===== config.mk =====
export PLATFORM = sky130hd
export DESIGN_NAME = cpwm_top
export DESIGN_NICKNAME = d
export VERILOG_FILES = /design/src/cpwm_pkg.sv /design/src/cpwm_phase_if.sv /design/src/cpwm_phase.sv /design/src/cpwm_top.sv
export VERILOG_INCLUDE_DIRS = /design/src /design/src/src
export SDC_FILE = /design/constraint.sdc
export NUM_CORES = 1
export LEC_CHECK = 0
export BUFFER_PORTS_ARGS = -buffer_cell sky130_fd_sc_hd__buf_2
export CAP_MARGIN = 30
export CORE_AREA = 2 2 199 201
export DETAILED_ROUTE_END_ITERATION = 8
export DIE_AREA = 0 0 201 203
export PLACE_DENSITY = 0.67
export SYNTH_ARGS = -nofsm -noshare
export SYNTH_HDL_FRONTEND = slang
export SYNTH_SLANG_ARGS = --single-unit

===== constraint.sdc =====
create_clock -name clock_in -period 8.5 [get_ports clock_in]
set_input_delay 0.425 -clock clock_in [delete_from_list [all_inputs] [get_ports clock_in]]
set_output_delay 0.425 -clock clock_in [all_outputs]
set_load 0.02 [all_outputs]

===== src/cpwm_defs.svh =====
`ifndef CPWM_DEFS_SVH
`define CPWM_DEFS_SVH
// ----------------------------------------
// register byte offsets
// ----------------------------------------
`define CPWM_OFF_RUN    8'h00
`define CPWM_OFF_CFG    8'h04
`define CPWM_OFF_CYCLE  8'h08
`define CPWM_OFF_DEAD   8'h0C
`define CPWM_OFF_OCR1   8'h10
`define CPWM_OFF_OCR2   8'h14
`define CPWM_OFF_LVLBUF 8'h18
`define CPWM_OFF_WPROT  8'h1C
`define CPWM_OFF_CMP0   8'h20
`define CPWM_OFF_CMP1   8'h24
`define CPWM_OFF_CMP2   8'h28
`define CPWM_OFF_STATUS 8'h2C
`define CPWM_OFF_COUNT  8'h30
// ----------------------------------------
// widths, fields and reset values
// ----------------------------------------
`define CPWM_CFG_W      18
`define CPWM_CMP_W      17
`define CPWM_OCR_W      6
`define CPWM_CFG_RST    18'h00001
`define CPWM_CYC_RST    16'h0001
`define CPWM_CYC_MIN    16'h0001
`define CPWM_WP_RST     1'h1
`define CPWM_CREST      0
`define CPWM_TROUGH     1
`define CPWM_MODE_BOTH  2'h3
`define CPWM_SRC_INT    2'h0
`define CPWM_SRC_PIN_A  2'h1
`define CPWM_SRC_PIN_B  2'h2
`define CPWM_EDGE_RISE  2'h0
`define CPWM_EDGE_FALL  2'h1
`define CPWM_EDGE_BOTH  1
`define CPWM_DIV_ONE    4'h0
`define CPWM_DIV_TWO    4'h1
// prescaler bit per ratio code 0..8 (1,2,4,8,16,32,64,256,1024)
`define CPWM_DIV_IDX    {4'h9, 4'h7, 4'h5, 4'h4, 4'h3, 4'h2, 4'h1, 4'h0, 4'h0}
`define CPWM_PRESC_W    10
`define CPWM_ST_RUN     0
`define CPWM_ST_DOWN    1
`endif


===== src/cpwm_pkg.sv =====
package cpwm_pkg;
	typedef struct packed {
		logic [2:0] pair_en;
		logic       dbuf;
		logic [1:0] lvl_trig;
		logic       lvl_buffered;
		logic       toggle_en;
		logic [1:0] clk_src;
		logic [1:0] edge_sel;
		logic [3:0] div_sel;
		logic [1:0] mode;
	} cpwm_cfg_s;

	typedef enum logic [1:0] {
		CPWM_IDLE,
		CPWM_UP,
		CPWM_DOWN
	} cpwm_state_e;
endpackage


===== src/cpwm_phase_if.sv =====
`timescale 1ns/1ps
`default_nettype none
interface cpwm_phase_if #(parameter int W = 16);
	logic         tick;
	logic         running;
	logic         down;
	logic [W-1:0] cnt;
	logic [W-1:0] cmp_up;
	logic [W-1:0] cmp_dn;
	logic [W-1:0] dead;
	logic         pol_n;
	logic         pol_i;
	logic         pair_en;
	modport timer (output tick, running, down, cnt, cmp_up, cmp_dn, dead, pol_n, pol_i, pair_en);
	modport phase (input tick, running, down, cnt, cmp_up, cmp_dn, dead, pol_n, pol_i, pair_en);
endinterface
`default_nettype wire


===== src/cpwm_phase.sv =====
`timescale 1ns/1ps
`default_nettype none
module cpwm_phase #(parameter int W = 16) (
	// clock and reset
	input  wire logic   clock_in,
	input  wire logic   reset_n_in,
	// carrier state
	cpwm_phase_if.phase ph,
	// pin pair
	output var logic    normal_out,
	output var logic    inverted_out
);
	logic         raw;
	logic         raw_q;
	logic [W-1:0] dt_q;
	logic         act_n;
	logic         act_i;

	// normal phase owns the region around the crest
	assign raw   = ph.down ? (ph.cnt >= ph.cmp_dn) : (ph.cnt >= ph.cmp_up);
	// both phases wait out the dead time after any edge of raw
	assign act_n = ph.running & ph.pair_en & raw_q & (dt_q == '0);
	assign act_i = ph.running & ph.pair_en & ~raw_q & (dt_q == '0);

	always_ff @(posedge clock_in) begin
		if (!reset_n_in) begin
			raw_q <= 1'h0;
			dt_q  <= '0;
		end else if (!ph.running) begin
			raw_q <= 1'h0;
			dt_q  <= ph.dead;
		end else if (ph.tick) begin
			raw_q <= raw;
			if (raw != raw_q) begin
				dt_q <= ph.dead;
			end else if (dt_q != '0) begin
				dt_q <= dt_q - 1'h1;
			end
		end
	end

	// polarity 0: idle high, active low; polarity 1: the complement
	always_ff @(posedge clock_in) begin
		if (!reset_n_in) begin
			normal_out   <= 1'h1;
			inverted_out <= 1'h1;
		end else begin
			normal_out   <= ph.pol_n ? act_n : ~act_n;
			inverted_out <= ph.pol_i ? act_i : ~act_i;
		end
	end

	property p_no_overlap;
		@(posedge clock_in) disable iff (!reset_n_in)
		(normal_out == $past(ph.pol_n)) |-> (inverted_out != $past(ph.pol_i));
	endproperty
	a_no_overlap: assert property (p_no_overlap) else $error("both phases active");

	property p_dead_gap;
		@(posedge clock_in) disable iff (!reset_n_in)
		ph.running && ph.tick && (raw != raw_q) && (ph.dead != '0)
			|=> (dt_q == $past(ph.dead)) && !act_n && !act_i;
	endproperty
	a_dead_gap: assert property (p_dead_gap) else $error("dead time not inserted");

	property p_idle_level;
		@(posedge clock_in) disable iff (!reset_n_in)
		!ph.pair_en |=> (normal_out == !$past(ph.pol_n)) && (inverted_out == !$past(ph.pol_i));
	endproperty
	a_idle_level: assert property (p_idle_level) else $error("disabled pair not idle");
endmodule // cpwm_phase
`default_nettype wire


===== src/cpwm_top.sv =====
// Our own choices: the address map and the APB register port.
`timescale 1ns/1ps
`default_nettype none
`include "cpwm_defs.svh"
module cpwm_top #(
	parameter int FIRST_PAIR = 1,
	parameter int W          = 16
) (
	// clock and reset
	input  wire logic        clock_in,
	input  wire logic        reset_n_in,
	// apb slave
	input  wire logic        psel_in,
	input  wire logic        penable_in,
	input  wire logic        pwrite_in,
	input  wire logic [7:0]  paddr_in,
	input  wire logic [31:0] pwdata_in,
	output logic             pready_out,
	output logic [31:0]      prdata_out,
	output logic             pslverr_out,
	// external count clocks
	input  wire logic        ext_clock_pin_a_in,
	input  wire logic        ext_clock_pin_b_in,
	// pwm pins
	output logic             carrier_toggle_pin_out,
	output logic             phase1_normal_pin_out,
	output logic             phase1_inverted_pin_out,
	output logic             phase2_normal_pin_out,
	output logic             phase2_inverted_pin_out,
	output logic             phase3_normal_pin_out,
	output logic             phase3_inverted_pin_out
);
	// ----------------------------------------
	// register state
	// ----------------------------------------
	cpwm_pkg::cpwm_cfg_s         cfg_q;
	cpwm_pkg::cpwm_cfg_s         cfg_wr;
	cpwm_pkg::cpwm_state_e       state_q;
	logic                        run_q;
	logic [W-1:0]                cycle_q;
	logic [W-1:0]                dead_q;
	logic [`CPWM_OCR_W-1:0]      ocr1_q;
	logic [`CPWM_OCR_W-1:0]      ocr2_q;
	logic [`CPWM_OCR_W-1:0]      lvlbuf_q;
	logic                        wprot_q;
	logic [`CPWM_CMP_W-1:0]      cmpbuf_q [3];
	logic [W-1:0]                cmp_up_q [3];
	logic [W-1:0]                cmp_dn_q [3];
	logic [W-1:0]                cnt_q;
	logic [`CPWM_PRESC_W-1:0]    presc_q;
	logic                        src_prev_q;
	logic                        tog_q;
	logic [31:0]                 prdata_q;
	logic [2:0]                  pin_n;
	logic [2:0]                  pin_i;

	// ----------------------------------------
	// helpers
	// ----------------------------------------
	function automatic logic [3:0] div_bit(input logic [3:0] sel);
		logic [35:0] tbl;
		tbl = `CPWM_DIV_IDX;
		div_bit = (sel > 4'h8) ? tbl[35:32] : tbl[sel*4 +: 4];
	endfunction

	// compare buffer carries one half-count bit below the count
	function automatic logic [W-1:0] cmp_half(input logic [`CPWM_CMP_W-1:0] v,
			input logic dbuf, input logic second);
		cmp_half = v[`CPWM_CMP_W-1:1] + W'(dbuf & second & v[0]);
	endfunction

	// ----------------------------------------
	// apb decode
	// ----------------------------------------
	wire access   = psel_in & penable_in;
	wire wr       = access & pwrite_in;
	wire wr_open  = wr & wprot_q;
	wire s_run    = paddr_in == `CPWM_OFF_RUN;
	wire s_cfg    = paddr_in == `CPWM_OFF_CFG;
	wire s_cycle  = paddr_in == `CPWM_OFF_CYCLE;
	wire s_dead   = paddr_in == `CPWM_OFF_DEAD;
	wire s_ocr1   = paddr_in == `CPWM_OFF_OCR1;
	wire s_ocr2   = paddr_in == `CPWM_OFF_OCR2;
	wire s_lvlbuf = paddr_in == `CPWM_OFF_LVLBUF;
	wire s_wprot  = paddr_in == `CPWM_OFF_WPROT;
	wire s_status = paddr_in == `CPWM_OFF_STATUS;
	wire s_count  = paddr_in == `CPWM_OFF_COUNT;
	wire [2:0] s_cmp = {paddr_in == `CPWM_OFF_CMP2, paddr_in == `CPWM_OFF_CMP1,
			paddr_in == `CPWM_OFF_CMP0};
	wire mapped   = s_run | s_cfg | s_cycle | s_dead | s_ocr1 | s_ocr2 | s_lvlbuf
			| s_wprot | s_status | s_count | (|s_cmp);

	wire running  = state_q != cpwm_pkg::CPWM_IDLE;
	wire down     = state_q == cpwm_pkg::CPWM_DOWN;
	wire [1:0] status = {down, running};

	wire [31:0] rd_data =
		s_run    ? 32'(run_q) :
		s_cfg    ? 32'(cfg_q) :
		s_cycle  ? 32'(cycle_q) :
		s_dead   ? 32'(dead_q) :
		s_ocr1   ? 32'(ocr1_q) :
		s_ocr2   ? 32'(ocr2_q) :
		s_lvlbuf ? 32'(lvlbuf_q) :
		s_wprot  ? 32'(wprot_q) :
		s_cmp[0] ? 32'(cmpbuf_q[0]) :
		s_cmp[1] ? 32'(cmpbuf_q[1]) :
		s_cmp[2] ? 32'(cmpbuf_q[2]) :
		s_status ? 32'(status) :
		s_count  ? 32'(cnt_q) : 32'h0000_0000;

	// zero wait states: read data is captured in the setup cycle
	assign pready_out  = 1'h1;
	assign pslverr_out = access & ~mapped;
	assign prdata_out  = prdata_q;

	// config write: illegal combinations are dropped at the door
	always_comb begin
		cfg_wr = cpwm_pkg::cpwm_cfg_s'(pwdata_in[`CPWM_CFG_W-1:0]);
		cfg_wr.dbuf = cfg_wr.dbuf & (cfg_wr.mode == `CPWM_MODE_BOTH);
		if (FIRST_PAIR == 0) begin
			cfg_wr.clk_src = `CPWM_SRC_INT;
		end
	end

	// ----------------------------------------
	// count clock
	// ----------------------------------------
	wire div_one   = (cfg_q.clk_src == `CPWM_SRC_INT) && (cfg_q.div_sel == `CPWM_DIV_ONE);
	wire src_level = (cfg_q.clk_src == `CPWM_SRC_PIN_A) ? ext_clock_pin_a_in :
			(cfg_q.clk_src == `CPWM_SRC_PIN_B) ? ext_clock_pin_b_in :
			presc_q[div_bit(cfg_q.div_sel)];
	wire src_rise  = src_level & ~src_prev_q;
	wire src_fall  = ~src_level & src_prev_q;
	wire edge_hit  = cfg_q.edge_sel[`CPWM_EDGE_BOTH] ? (src_rise | src_fall) :
			(cfg_q.edge_sel == `CPWM_EDGE_FALL) ? src_fall : src_rise;
	wire tick      = running & (div_one | edge_hit);

	wire crest_ev  = tick & (state_q == cpwm_pkg::CPWM_UP) & (cnt_q >= cycle_q);
	wire trough_ev = tick & down & (cnt_q == '0);
	wire cmp_xfer  = (crest_ev & cfg_q.mode[`CPWM_CREST]) |
			(trough_ev & cfg_q.mode[`CPWM_TROUGH]);
	wire lvl_xfer  = cfg_q.lvl_buffered & ((crest_ev & cfg_q.lvl_trig[`CPWM_CREST]) |
			(trough_ev & cfg_q.lvl_trig[`CPWM_TROUGH]));
	wire [`CPWM_OCR_W-1:0] pol = cfg_q.lvl_buffered ? ocr2_q : ocr1_q;

	always_ff @(posedge clock_in) begin
		if (!reset_n_in) begin
			presc_q    <= '0;
			src_prev_q <= 1'h0;
		end else begin
			presc_q    <= running ? presc_q + 1'h1 : '0;
			src_prev_q <= src_level;
		end
	end

	// ----------------------------------------
	// registers
	// ----------------------------------------
	always_ff @(posedge clock_in) begin
		if (!reset_n_in) begin
			run_q    <= 1'h0;
			cfg_q    <= cpwm_pkg::cpwm_cfg_s'(`CPWM_CFG_RST);
			cycle_q  <= `CPWM_CYC_RST;
			dead_q   <= '0;
			ocr1_q   <= '0;
			ocr2_q   <= '0;
			lvlbuf_q <= '0;
			wprot_q  <= `CPWM_WP_RST;
			prdata_q <= 32'h0000_0000;
		end else begin
			if (psel_in && !penable_in && !pwrite_in) begin
				prdata_q <= rd_data;
			end
			if (wr && s_run) begin
				run_q <= pwdata_in[0];
			end
			if (wr && s_wprot) begin
				wprot_q <= pwdata_in[0];
			end
			if (wr && s_lvlbuf) begin
				lvlbuf_q <= pwdata_in[`CPWM_OCR_W-1:0];
			end
			if (wr_open && s_cfg) begin
				cfg_q <= cfg_wr;
			end
			if (wr_open && s_cycle) begin
				cycle_q <= (pwdata_in[W-1:0] < `CPWM_CYC_MIN) ? `CPWM_CYC_MIN
						: pwdata_in[W-1:0];
			end
			if (wr_open && s_dead) begin
				dead_q <= pwdata_in[W-1:0];
			end
			if (wr_open && s_ocr1) begin
				ocr1_q <= pwdata_in[`CPWM_OCR_W-1:0];
			end
			if (lvl_xfer) begin
				ocr2_q <= lvlbuf_q;
			end else if (wr_open && s_ocr2) begin
				ocr2_q <= pwdata_in[`CPWM_OCR_W-1:0];
			end
		end
	end

	// ----------------------------------------
	// carrier counter
	// ----------------------------------------
	always_ff @(posedge clock_in) begin
		if (!reset_n_in) begin
			state_q <= cpwm_pkg::CPWM_IDLE;
			cnt_q   <= '0;
			tog_q   <= 1'h0;
		end else begin
			unique case (state_q)
				cpwm_pkg::CPWM_IDLE: begin
					cnt_q <= '0;
					if (run_q) begin
						state_q <= cpwm_pkg::CPWM_UP;
					end
				end
				cpwm_pkg::CPWM_UP, cpwm_pkg::CPWM_DOWN: begin
					if (!run_q) begin
						state_q <= cpwm_pkg::CPWM_IDLE;
					end else if (crest_ev) begin
						state_q <= cpwm_pkg::CPWM_DOWN;
						cnt_q   <= cnt_q - 1'h1;
					end else if (trough_ev) begin
						state_q <= cpwm_pkg::CPWM_UP;
						cnt_q   <= cnt_q + 1'h1;
					end else if (tick) begin
						cnt_q <= down ? cnt_q - 1'h1 : cnt_q + 1'h1;
					end
				end
				default: state_q <= cpwm_pkg::CPWM_IDLE;
			endcase
			if (crest_ev) begin
				tog_q <= ~tog_q;
			end
		end
	end

	assign carrier_toggle_pin_out = cfg_q.toggle_en & tog_q;

	// ----------------------------------------
	// compare buffers and phases
	// ----------------------------------------
	genvar g;
	generate
		for (g = 0; g < 3; g++) begin : gen_phase
			cpwm_phase_if #(.W(W)) ph_if ();

			// software loads counts derived from its 0.1 percent duty figure
			always_ff @(posedge clock_in) begin
				if (!reset_n_in) begin
					cmpbuf_q[g] <= '0;
					cmp_up_q[g] <= '0;
					cmp_dn_q[g] <= '0;
				end else begin
					if (wr && s_cmp[g]) begin
						cmpbuf_q[g] <= pwdata_in[`CPWM_CMP_W-1:0];
					end
					if (cmp_xfer) begin
						cmp_up_q[g] <= cmp_half(cmpbuf_q[g], cfg_q.dbuf, 1'h0);
						cmp_dn_q[g] <= cmp_half(cmpbuf_q[g], cfg_q.dbuf, 1'h1);
					end
				end
			end

			assign ph_if.tick    = tick;
			assign ph_if.running = running;
			assign ph_if.down    = down;
			assign ph_if.cnt     = cnt_q;
			assign ph_if.cmp_up  = cmp_up_q[g];
			assign ph_if.cmp_dn  = cmp_dn_q[g];
			assign ph_if.dead    = dead_q;
			assign ph_if.pol_n   = pol[g];
			assign ph_if.pol_i   = pol[g+3];
			assign ph_if.pair_en = cfg_q.pair_en[g];

			cpwm_phase #(.W(W)) u_phase (
				.clock_in     (clock_in),
				.reset_n_in   (reset_n_in),
				.ph           (ph_if.phase),
				.normal_out   (pin_n[g]),
				.inverted_out (pin_i[g])
			);
		end
	endgenerate

	assign phase1_normal_pin_out   = pin_n[0];
	assign phase1_inverted_pin_out = pin_i[0];
	assign phase2_normal_pin_out   = pin_n[1];
	assign phase2_inverted_pin_out = pin_i[1];
	assign phase3_normal_pin_out   = pin_n[2];
	assign phase3_inverted_pin_out = pin_i[2];

	// ----------------------------------------
	// assertions
	// ----------------------------------------
	property p_div_two;
		@(posedge clock_in) disable iff (!reset_n_in)
		tick && $stable(cfg_q) && cfg_q.clk_src == `CPWM_SRC_INT && cfg_q.div_sel == `CPWM_DIV_TWO
			&& cfg_q.edge_sel == `CPWM_EDGE_RISE |=> !tick;
	endproperty
	a_div_two: assert property (p_div_two) else $error("div-2 ticks too fast");

	property p_div_one;
		@(posedge clock_in) disable iff (!reset_n_in)
		run_q && div_one && state_q == cpwm_pkg::CPWM_UP && cnt_q < cycle_q
			|=> cnt_q == $past(cnt_q) + 1'h1;
	endproperty
	a_div_one: assert property (p_div_one) else $error("div-1 missed a count");

	property p_ext_pin;
		@(posedge clock_in) disable iff (!reset_n_in)
		run_q && state_q == cpwm_pkg::CPWM_UP && cnt_q < cycle_q
			&& cfg_q.clk_src == `CPWM_SRC_PIN_A && cfg_q.edge_sel == `CPWM_EDGE_RISE
			&& ext_clock_pin_a_in && !src_prev_q |=> cnt_q == $past(cnt_q) + 1'h1;
	endproperty
	a_ext_pin: assert property (p_ext_pin) else $error("pin edge not counted");

	property p_crest;
		@(posedge clock_in) disable iff (!reset_n_in)
		run_q && crest_ev |=> down && cnt_q == $past(cnt_q) - 1'h1;
	endproperty
	a_crest: assert property (p_crest) else $error("no turn at crest");

	property p_toggle;
		@(posedge clock_in) disable iff (!reset_n_in)
		crest_ev && cfg_q.toggle_en && $stable(cfg_q) |=> carrier_toggle_pin_out != $past(tog_q);
	endproperty
	a_toggle: assert property (p_toggle) else $error("toggle pin missed crest");

	property p_xfer;
		@(posedge clock_in) disable iff (!reset_n_in)
		cmp_xfer |=> cmp_up_q[0] == $past(cmpbuf_q[0][`CPWM_CMP_W-1:1]);
	endproperty
	a_xfer: assert property (p_xfer) else $error("compare not transferred");

	// down half gains the half-count bit, so duty moves in single counts
	property p_dbuf_half;
		@(posedge clock_in) disable iff (!reset_n_in)
		cmp_xfer && cfg_q.dbuf |=> cmp_dn_q[0] == $past(cmpbuf_q[0][`CPWM_CMP_W-1:1])
			+ W'($past(cmpbuf_q[0][0]));
	endproperty
	a_dbuf_half: assert property (p_dbuf_half) else $error("half count lost");

	property p_lvl_xfer;
		@(posedge clock_in) disable iff (!reset_n_in)
		lvl_xfer |=> ocr2_q == $past(lvlbuf_q);
	endproperty
	a_lvl_xfer: assert property (p_lvl_xfer) else $error("level buffer not moved");

	property p_dbuf_mode;
		@(posedge clock_in) disable iff (!reset_n_in)
		cfg_q.dbuf |-> cfg_q.mode == `CPWM_MODE_BOTH;
	endproperty
	a_dbuf_mode: assert property (p_dbuf_mode) else $error("double buffer outside mode 3");

	property p_protect;
		@(posedge clock_in) disable iff (!reset_n_in)
		wr && !wprot_q && (s_cycle || s_dead) |=> $stable(cycle_q) && $stable(dead_q);
	endproperty
	a_protect: assert property (p_protect) else $error("protected write landed");

	property p_status;
		@(posedge clock_in) disable iff (!reset_n_in)
		psel_in && !penable_in && !pwrite_in && s_status |=> prdata_out[`CPWM_ST_RUN] == $past(running)
			&& prdata_out[`CPWM_ST_DOWN] == $past(down);
	endproperty
	a_status: assert property (p_status) else $error("status read wrong");
endmodule // cpwm_top
`default_nettype wire

; ---- After elaboration in Yosys (flattened, before gate mapping)
; Memory sizes are Yosys's and may differ from the RTL's.
; Index checks and enable logic that the tools add are counted.
[op_classes]
n_addsub = 9
magnitude_cmp = 10
n_eq_ne = 29
n_shift = 1
muxes = 78
bitwise = 72
n_reduce_logical = 38
[ops]
columns = op, n
row1 = 16-bit two-way mux, 26
row2 = 17-bit two-way mux, 12
row3 = 16-bit greater-or-equal comparator, 7
row4 = 16-bit zero test, 4
row5 = "16-bit by 1-bit subtractor with 16-bit output, second input constant", 4
row6 = 16-bit by 1-bit adder with 16-bit output, 3
row7 = 16-bit nonzero test, 3
row8 = "8-bit by 6-bit == test with 1-bit output, second input constant", 5
row9 = 1-bit bitwise AND, 36
row10 = 18-bit two-way mux, 2
row11 = "36-bit by 7-bit variable part select with 4-bit output, first input constant", 1
row12 = "8-bit by 5-bit == test with 1-bit output, second input constant", 4
row13 = 16-bit case mux with 2 select lines, 1
row14 = 1-bit two-way mux, 27
row15 = 1-bit OR, 23
row16 = 6-bit two-way mux, 3
row17 = "16-bit by 1-bit adder with 16-bit output, second input constant", 1
row18 = "8-bit by 4-bit == test with 1-bit output, second input constant", 2
row19 = "16-bit by 1-bit < comparator with 1-bit output, second input constant", 1
row20 = 1-bit logical AND, 14
row21 = 1-bit inverter, 13
row22 = "10-bit by 1-bit adder with 10-bit output, second input constant", 1
row23 = 2-bit AND reduction, 5
row24 = "8-bit by 3-bit == test with 1-bit output, second input constant", 1
row25 = 21 further kinds, 38
[word_totals]
reg_bits = 189
mem_bits_rw = 147
in_bits = 47
output_inout_bits = 41
n_memories = 3
[mem_list]
columns = memory, words, width, read_ports, rd_clocked_by_memory_dff, write_ports, line_no
row1 = cmpbuf_q, 3, 17, 3, 0, 3, cpwm_top.sv:46  ; logic [`CPWM_CMP_W-1:0] cmpbuf_q [3];
row2 = cmp_dn_q, 3, 16, 3, 0, 3, cpwm_top.sv:48  ; logic [W-1:0] cmp_dn_q [3];
row3 = cmp_up_q, 3, 16, 3, 0, 3, cpwm_top.sv:47  ; logic [W-1:0] cmp_up_q [3];

; ---- Logic depth before layout (Yosys ltp)
; Gate-level depths: netlist (run 1).
[logic_depth]
word_depth = 20
depth_mapped = 21

; ---- Cells and area by module
; Synthesis (run 1) repeated with hierarchy kept, for this count alone.
[hier_totals]
hier_cells = 2144
hier_area_um2 = 19777.7
[modules_own_cells]
columns = module, instances, cells_each, area_per_inst_um2, seq_area_each_um2
row1 = cpwm_top, 1, 1352, 13489.2, 6776.5
row2 = cpwm_phase (gen_phase[0].u_phase ...), 2, 262, 2064.5, 380.4
row3 = cpwm_phase (gen_phase[1].u_phase), 1, 268, 2159.6, 380.4

; ---- Worst setup path after synthesis (run 1)
; Ideal clock, no wire load.
[synth_timing]
path_kind = reg-to-reg
startpoint = register cfg_q[3] in the netlist's numbering
endpoint = memory cmp_dn_q[0][0], enable pin
setup_time_ns = 0.414
arrival_time_ns = 5.122
t_required_ns = 8.086
slack_ns = 2.964
path_stages_with_launch = 19
n_path_buf = 2
synth_period_minus_slack_ns = 5.536
path_cell_list = dfxtp_1 inv_1 ha_1 a21oi_1 mux4_2 mux2_2 mux2i_1 a21oi_1 mux2i_1 inv_1 ha_1 mux2i_1 nor2_1 nor3_2 and2_0 clkbuf_1 a22o_1 clkbuf_1 or2_2
[synth_rtl]
columns = element, line_no
row1 = "start, declared", cpwm_top.sv:36  ; cpwm_pkg::cpwm_cfg_s cfg_q;
row2 = "start signal, assigned", cpwm_top.sv:163  ; cfg_q <= cpwm_pkg::cpwm_cfg_s'(`CPWM_CFG_RST);
row3 = "start signal, assigned", cpwm_top.sv:185  ; cfg_q <= cfg_wr;
row4 = "end, declared", cpwm_top.sv:48

==> metrics, run 1 <==
Post-Layout Cell Count 2707; Sw Share 22.5%; worst vdd ir 153 µV; I/O Buffers 58; die extent in x 201 µm; Post-CTS Setup Inserts 0; CP startpoint kind flop; total grt overflow 0; top achievable clock speed 0.167 GHz; vias in the first global route 15700; Worst setup EP type flop; Cell Count Post-Placement 2640; via/cell ratio 6.20; Worst Skew 22.3 ps; Die Y-Extent 203 µm; Critical Path Start cfg_q[3]$_SDFFE_PN0P_; met2 Usage GRT 46.1%; DP Area 19800 µm²; CTS H-tree lvls 2; flip-flop and latch area 7920 µm²; synth top area cells edfxtp_1, dfxtp_1, ha_1, nand2_1, a21oi_1; Critical R2R Launch cfg_q[3]$_SDFFE_PN0P_; Worst Setup EP cmp_up_q[2][5]$_SDFFCE_PN0P_; final instance area 21100 µm²; CTS buffer count 37; PostCTS Resize Cnt 0; GRT Total Usage 29.2%; Max Cap Viol 0; clock root buffer clkbuf_16; Final #Nets 2344; post-route ant nets 0; combinational power share 4.0%; max-slew headroom at the worst pin 29.3%; post-synthesis register bit count 322; Reg2Reg Setup Slack 2530 ps; Initial Utilization 49.5%; GP Congestion 0.942; sequential fraction of the synthesis area 41.6%; Yosys cell types 78; status completed; CP Data Required Time 8670 ps; Inserted Diodes 0; Synth top area share 23.2%; total core area 38500 µm²; Most Frequent Cell on Critical Path mux2i_1; layout cells sized above 1 8.86%; Hold Crit Class in2reg; crit path cell chain inv_1 > ha_1 > a21oi_1 > mux4_2 > mux2_2 > mux2i_1 > a21oi_1 > mux2i_1 > inv_1 > ha_1 > mux2i_1 > nor2_1 > buf_4 > nor3_2 > and2_0 > a22o_1 > or2_4 > buf_4; worst hold slack 136 ps; first-pass GRT wire length 92700 µm; post-layout util 54.9%; Seq pwr share 48.1%; via count 16800; Fill cells 3446; RSZ-0062 raised after global routing false; met1 Use GR 40.7%; Max Slew Vio Count 0; HPWL Detailed 42100 µm; post-route setup slack 2530 ps; Area growth syn-to-layout 10.8%; Yosys top cell by area edfxtp_1; antenna violations before repair 1; io pins 88; Post-Synthesis Cells 2135; maximum clock insertion buffer count 3; met3 Usage GRT 4.29%; Synth Cell Area 19100 µm²; CTS tree built; Slowest cell on crit path or2_4; Sw Pwr 0.787 mW; top post-synthesis cells by count nand2_1, dfxtp_1, nor2_1; Post-Place Worst Slack 2590 ps; FF-to-FF path depth 18; Final Critical Period 5970 ps; hold_buf cts 0; setup TNS 0 ps; Synthesis Warnings 0; Final Setup Violations 0; Pint 2.71 mW; overall power 3.50 mW; die area 40800 µm²; worst reg2reg path endpoint cmp_up_q[2][5]$_SDFFCE_PN0P_; Clk Latency, worst-skew pair 540 ps; Main synth FF type dfxtp_1; CTS sink cnt 322; worst-path fanout max 43; leakage 8.44 nW; footprint of the multi-input gates 10100 µm²; clock network power share 48.0%; count leader, synth nand2_1; row cnt 72; pin count of the biggest net entering global routing 69; period utilization 70.3%; arrival time at the worst endpoint 6150 ps; Critical Path Max Stage Delay 540 ps; EDFF count, synth 147; post-DR wirelength/cell 22.1 µm; Fin. Hold Viols 0; final wirelength 60000 µm; Power Density 166 nW/µm²; 1st-pass router iterations 7; worst-margin pin slew 1060 ps; WS Path Type reg2reg; Syn Area/Cell 8.92 µm²; Async SR Flop Fraction 0%; GR peak layer met2; Reg clk slew, reported paths 60 ps; DRC viols 0; initial DRC count 1663
-- worst min-delay path by stage --
stage / slack, ps / start / endpoint / depth (start not counted)
after floorplan: 420 / presc_q[0]$_SDFF_PN0_ / presc_q[0]$_SDFF_PN0_ / 1
after global placement: 440 / presc_q[0]$_SDFF_PN0_ / presc_q[0]$_SDFF_PN0_ / 1
after detailed placement: 450 / prdata_out[17]$_SDFFE_PN0P_ / prdata_out[17]$_SDFFE_PN0P_ / 2
after CTS: 120 / pwdata_in[17] / cfg_q[17]$_SDFFE_PN0P_ / 3
after global routing: 150 / reset_n_in / gen_phase[1].u_phase.normal_out$_SDFF_PN1_ / 2
final: 140 / pwdata_in[17] / cfg_q[17]$_SDFFE_PN0P_ / 3
-- critical path, delay by kind of cell (launching register included) --
kind	cells	cell delay, ps
multiplexers	5	1560
AND/OR/NAND/NOR	4	1550
adder cells (fa/ha/maj)	2	490
flip-flops	1	420
buffers and inverters	4	950
AO/OA/AOI/OAI	3	600
-- cell usage in the layout (no fill, tap or decap), drive strengths merged, types with 58 or more instances in the layout --
| cell | synthesis | final |
|---|---|---|
| dfxtp | 175 | 175 |
| nor2 | 153 | 153 |
| and2 | 71 | 71 |
| and3 | 76 | 76 |
| nand2 | 247 | 247 |
| clkbuf | 93 | 58 |
| a21oi | 119 | 119 |
| edfxtp | 147 | 147 |
| ha | 135 | 135 |
| buf | 27 | 95 |
| inv | 152 | 152 |
| o21ai | 90 | 90 |
| nand3 | 64 | 64 |
-- power groups by stage --
| stage | Sequential [mW] | Clock (mW) | Combinational [mW] |
|---|---|---|---|
| 3_5_place_dp | 1.71 | 0 | 0.135 |
| 5_1_grt | 1.68 | 1.76 | 0.150 |
| 6_report | 1.68 | 1.68 | 0.138 |
| 4_1_cts | 1.68 | 1.69 | 0.136 |
| 2_1_floorplan | 1.70 | 0 | 0.0863 |
| 3_3_place_gp | 1.71 | 0 | 0.132 |
-- routing by layer --
metal / up-vias / wire length [µm]
met5: - / 7
met4: 2 / 2360
met3: 141 / 5220
met2: 791 / 26900
met1: 8041 / 25500
li1: 7796 / -
-- registers in the layout, indices dropped and copies added (netlist names), 2 cells and up --
signal / cells
state_q: 2
dead_q: 16
presc_q: 10
gen_phase.u_phase.normal_out: 3
cfg_q: 18
gen_phase.u_phase.raw_q: 3
cnt_q: 16
lvlbuf_q: 6
ocr2_q: 6
gen_phase.u_phase.inverted_out: 3
cmpbuf_q: 51
gen_phase.u_phase.dt_q: 48
cmp_up_q: 48
cycle_q: 16
prdata_out: 18
cmp_dn_q: 48
ocr1_q: 6
-- area by class of cell --
cell class,count,share of cell area (%)
inverter,153,2.72
clock inverter,8,0.604
clock buffer,58,5.48
timing repair buffer,95,2.72
multi-input combinational,1553,47.9
tap,518,3.07
sequential,322,37.5
-- cells by family after synthesis --
group | share of synthesized area [%]
AND/OR/NAND/NOR | 20.9
AO/OA/AOI/OAI | 16.5
flip-flops | 41.6
buffers and inverters | 5.75
adder cells (fa/ha/maj) | 8.86
multiplexers | 3.57
XOR/XNOR | 2.80
other | 0.0394
Power figures use the tool's default switching activity.
==> run 2: changes to the inputs <==
- clock period: 8.5 -> 5.85 ns (I/O delays scaled with it)
==> metrics, run 2 (synthesis results as in run 1) <==
antenna violations before repair 1 (unchanged); Initial Utilization 49.5% (unchanged); Most flops, register cmpbuf_q; Reg2Reg Setup Slack 630 ps (-1900 ps); GRT Total Usage 29.7% (+0.47 points); CTS H-tree lvls 2 (unchanged); total grt overflow 0 (unchanged); worst-margin pin slew 1020 ps (-34.5 ps); Cell Count Post-Placement 2651 (+0.42%); Critical Path Start cfg_q[3]$_SDFFE_PN0P_; Final Critical Period 5220 ps (-752 ps); max reg flops 51 (unchanged); CTS sink cnt 322 (unchanged); Fin. Hold Viols 0 (unchanged); DP Area 19900 µm² (+0.58%); RSZ-0062 raised after global routing false; Max Cap Viol 0 (unchanged); Power Density 233 nW/µm² (+41%); CP Data Required Time 6230 ps (-2440 ps); Critical R2R Launch cfg_q[3]$_SDFFE_PN0P_; final instance area 21100 µm² (+0.16%); PostCTS Resize Cnt 0 (unchanged); CTS tree built; hold_buf cts 1 (+1); Die Y-Extent 203 µm (unchanged); initial DRC count 1835 (+10%); status completed; Worst Skew 26.7 ps (+4.39 ps); Max Slew Vio Count 0 (unchanged); Inserted Diodes 0 (unchanged); worst-path fanout max 52 (+21%); DRC viols 0 (unchanged); clock root buffer clkbuf_16; I/O Buffers 58 (unchanged); 1st-pass router iterations 5 (-2); row cnt 72 (unchanged); Final Setup Violations 0 (unchanged); CTS buffer count 37 (unchanged); worst reg2reg path endpoint cmp_dn_q[1][9]$_SDFFCE_PN0P_; Area growth syn-to-layout 11.0%; period utilization 89.3% (+19 points); worst vdd ir 258 µV (+68%); commonest cells after routing, fill and taps aside nand2_1, dfxtp_1, nor2_1, inv_1, edfxtp_1; die area 40800 µm² (unchanged); maximum clock insertion buffer count 3 (unchanged); first-pass GRT wire length 94000 µm (+1.3%); GP Congestion 0.972 (+3.2%); Worst Setup EP cmp_dn_q[1][9]$_SDFFCE_PN0P_; top achievable clock speed 0.191 GHz (+14%); Post-CTS Setup Inserts 0 (unchanged); HPWL Detailed 43400 µm (+2.9%); final wirelength 61400 µm (+2.4%); CP startpoint kind flop; setup TNS 0 ps (unchanged); total core area 38500 µm² (unchanged); Worst setup EP type flop; post-route setup slack 627 ps (-1900 ps); Hold Crit Class in2reg; leakage 8.47 nW (+0.37%); via/cell ratio 6.24 (+0.66%); layout cells sized above 1 9.17% (+0.31 points); WS Path Type reg2reg; post-route ant nets 0 (unchanged); max-slew headroom at the worst pin 30.9% (+1.7 points); pin count of the biggest net entering global routing 79 (+14%); Reg clk slew, reported paths 60 ps (about the same); Clk Latency, worst-skew pair 540 ps (about the same); Post-Layout Cell Count 2720 (+0.48%); vias in the first global route 16000 (+2.1%); io pins 88 (unchanged); commonest non-fill, non-tap cell in the layout nand2_1; post-DR wirelength/cell 22.6 µm (+1.9%); Final #Nets 2356 (+0.51%); via count 17000 (+1.1%); die extent in x 201 µm (unchanged); Post-Place Worst Slack 733 ps (-1860 ps); FF-to-FF path depth 20 (+2); arrival time at the worst endpoint 5600 ps (-550 ps)
run 2: cell count changes in the layout (fill, tap and decap cells not counted), moves of 2 or more:
cell and change:
clkbuf_8 -7, bufinv_16 -2, clkbuf_1 +3, buf_6 +2, clkinv_2 +5, buf_4 +7, buf_12 +2
run 2: per-stage QoR:
step	hold slack (ps)	util, %	power (mW)
3_5_place_dp	458	51.8	2.69
2_1_floorplan	423	-	2.60
4_1_cts	46.0	55.0	4.95
5_1_grt	55.3	55.0	5.06
6_report	65.5	55.0	4.94
3_3_place_gp	437	51.7	2.68
run 2: final cells by class:
type	instances	area, µm²
repair buffers	107	699
multi-input cells	1553	10100
fillers	3421	17300
clock inverters	12	96.3
inverters	153	574
flip-flops and latches	322	7920
well taps	518	648
clock buffers	55	1100
run 2: worst min path at each step:
| stage | cells past startpoint | startpoint | to |
|---|---|---|---|
| global placement | 1 | presc_q[0]$_SDFF_PN0_ | presc_q[0]$_SDFF_PN0_ |
| CTS | 3 | pwdata_in[16] | cfg_q[16]$_SDFFE_PN0P_ |
| finish | 3 | pwdata_in[16] | cfg_q[16]$_SDFFE_PN0P_ |
| floorplan | 1 | presc_q[0]$_SDFF_PN0_ | presc_q[0]$_SDFF_PN0_ |
| detailed placement | 2 | prdata_out[17]$_SDFFE_PN0P_ | prdata_out[17]$_SDFFE_PN0P_ |
| global route | 3 | pwdata_in[16] | cfg_q[16]$_SDFFE_PN0P_ |
run 2: layer usage:
layer,wire [µm],track usage (%),vias to the layer above,part of all wire (%)
li1,-,-,7831,-
met1,25900,40.7,8157,42
met2,27300,46.8,816,44
met3,5560,4.88,157,9.0
met4,2620,12.4,2,4.3
met5,7,0,-,0.011
run 2: report_power, final:
part / switching, mW / internal [mW] / leakage, nW
sequential: 0.0499 / 2.39 / 2.89
clock: 0.945 / 1.34 / 0.587
combinational: 0.148 / 0.0557 / 5.00
run 2: critical path: stages (launching register included):
cell	delay, ps
dfxtp_1	400
inv_1	110
ha_1	180
a21oi_1	260
mux4_2	540
mux2_2	280
mux2i_1	200
a21oi_1	100
mux2i_1	380
inv_1	120
ha_1	300
mux2i_1	340
nor2_1	130
nor3_2	160
buf_4	170
and2_0	150
a22o_1	190
buf_4	430
nand2_1	140
buf_4	280
nor2_1	170
==> run 3: changes to the inputs <==
--- a/config.mk
+++ b/config.mk
@@ -14,2 +14,3 @@
 export PLACE_DENSITY = 0.67
+export SLEW_MARGIN = 20
 export SYNTH_ARGS = -nofsm -noshare
--- a/constraint.sdc
+++ b/constraint.sdc
@@ -3,2 +3,2 @@
 set_output_delay 0.2925 -clock clock_in [all_outputs]
-set_load 0.02 [all_outputs]
+set_load 0.005 [all_outputs]
==> metrics, run 3 (synthesis results as in run 1) <==
Fill cells 3487 (+1.9%); arrival time at the worst endpoint 5570 ps (-30 ps); pin count of the biggest net entering global routing 79 (unchanged); post-route ant nets 0 (unchanged); CTS H-tree lvls 2 (unchanged); initial DRC count 1710 (-6.8%); I/O Buffers 58 (unchanged); CTS tree built; Area growth syn-to-layout 11.0% (about the same); GRT Total Usage 29.4% (-0.28 points); final instance area 21200 µm² (about the same); io pins 88 (unchanged); final wirelength 61200 µm (-0.28%); setup TNS 0 ps (unchanged); commonest non-fill, non-tap cell in the layout nand2_1; via/cell ratio 6.26 (+0.32%); Max Slew Vio Count 0 (unchanged); Worst Skew 24.0 ps (-2.71 ps); Final Critical Period 5190 ps (-33.1 ps); WS Path Type reg2reg; Final Setup Violations 0 (unchanged); die area 40800 µm² (unchanged); 1st-pass router iterations 6 (+1); first-pass GRT wire length 93100 µm (-0.98%); Clk Latency, worst-skew pair 540 ps (about the same); Worst setup EP type flop; Power Density 235 nW/µm² (+0.59%); Most flops, register cmpbuf_q; layout cells sized above 1 9.18% (about the same); via count 17000 (+0.32%); Hold Crit Class in2reg; top achievable clock speed 0.193 GHz (+0.64%); flip-flop and latch area 7920 µm² (unchanged); CTS buffer count 37 (unchanged); period utilization 88.7% (-0.57 points); footprint of the multi-input gates 10100 µm² (about the same); max reg flops 51 (unchanged); Reg clk slew, reported paths 60 ps (about the same); worst-margin pin slew 1070 ps (+50.7 ps); Critical Path Max Stage Delay 520 ps (-20 ps); Final #Nets 2357 (+0.042%); Max Cap Viol 0 (unchanged); Fin. Hold Viols 0 (unchanged); post-layout util 55.0% (about the same); worst-path fanout max 52 (unchanged); Post-CTS Setup Inserts 0 (unchanged); overall power 4.97 mW (+0.64%); clock root buffer clkbuf_16; sum of buffers and inverters on the critical path 5 (unchanged); CP startpoint kind flop; DP Area 19900 µm² (about the same); total core area 38500 µm² (unchanged); row cnt 72 (unchanged); maximum clock insertion buffer count 3 (unchanged); die extent in x 201 µm (unchanged); RSZ-0062 raised after global routing false; kind of cell adding the most delay to the critical path multiplexers; worst vdd ir 218 µV (-16%); CP Data Required Time 6230 ps (about the same); CTS sink cnt 322 (unchanged); leakage 8.48 nW (about the same); vias in the first global route 15900 (-0.50%); total grt overflow 0 (unchanged); antenna violations before repair 2 (+1); status completed; commonest cells after routing, fill and taps aside nand2_1, dfxtp_1, inv_1, nor2_1, edfxtp_1; Die Y-Extent 203 µm (unchanged); post-DR wirelength/cell 22.5 µm (-0.28%); HPWL Detailed 43200 µm (-0.43%); crit path cell chain inv_1 > ha_1 > a21oi_1 > mux4_2 > mux2_2 > mux2i_1 > a21oi_1 > mux2i_1 > inv_1 > ha_1 > mux2i_1 > nor2_1 > nor3_2 > buf_4 > and2_0 > a22o_1 > buf_4 > nand2_1 > buf_4 > nor2_1; max-slew headroom at the worst pin 26.6% (-4.3 points); Slowest cell on crit path mux4_2; DRC viols 0 (unchanged); GP Congestion 0.972 (unchanged); Initial Utilization 49.5% (unchanged)
run 3: layer usage:
metal  vias up  part of all wire (%)  wire length (µm)  track usage, %
met5         -                 0.011                 7               0
met3       155                   9.7              5970            5.71
met2       849                    44             26900            45.9
met4         2                   4.2              2590            12.6
li1       7834                     -                 -               -
met1      8178                    42             25800            39.9
run 3: worst paths after layout:
check,startpoint,end,slack [ps],depth (start not counted)
worst max-delay path,cfg_q[3]$_SDFFE_PN0P_,cmp_dn_q[1][9]$_SDFFCE_PN0P_,660,20
worst min-delay path,pwdata_in[16],cfg_q[16]$_SDFFE_PN0P_,80,3
worst max register to register,cfg_q[3]$_SDFFE_PN0P_,cmp_dn_q[1][9]$_SDFFCE_PN0P_,660,20
worst min register to register,prdata_out[17]$_SDFFE_PN0P_,prdata_out[17]$_SDFFE_PN0P_,460,2
run 3: report_power, final:
part	internal (mW)	switching, mW
logic	0.0556	0.137
clock network	1.39	0.942
registers	2.39	0.0497
run 3: final cells by class:
| type | count | area share (%) |
|---|---|---|
| multi-input combinational | 1553 | 47.8 |
| sequential | 322 | 37.4 |
| clock buffer | 54 | 5.01 |
| timing repair buffer | 108 | 3.28 |
| tap | 518 | 3.06 |
| inverter | 153 | 2.71 |
| clock inverter | 11 | 0.668 |
| antenna | 1 | 0.0118 |
run 3: stage by stage:
| step | std cells | hold WS (ps) | worst slack (ps) |
|---|---|---|---|
| global placement | 2647 | 437 | 864 |
| CTS | 2716 | 52.5 | 708 |
| finish | 2720 | 75.6 | 660 |
| floorplan | 2148 | 423 | 314 |
| global route | 2719 | 65.7 | 327 |
| detailed placement | 2650 | 452 | 758 |
run 3: what timing repair did:
item,4_1_cts,5_1_grt
hold endpoints to repair,1,0
hold buffers,1,0
resized for setup,0,0
run 3: worst register-to-register path: stages, from the launching register on:
cell,delay (ps)
dfxtp_1,410
inv_1,110
ha_1,190
a21oi_1,250
mux4_2,520
mux2_2,280
mux2i_1,190
a21oi_1,110
mux2i_1,330
inv_1,100
ha_1,290
mux2i_1,350
nor2_1,140
nor3_2,170
buf_4,180
and2_0,150
a22o_1,190
buf_4,440
nand2_1,170
buf_4,280
nor2_1,180
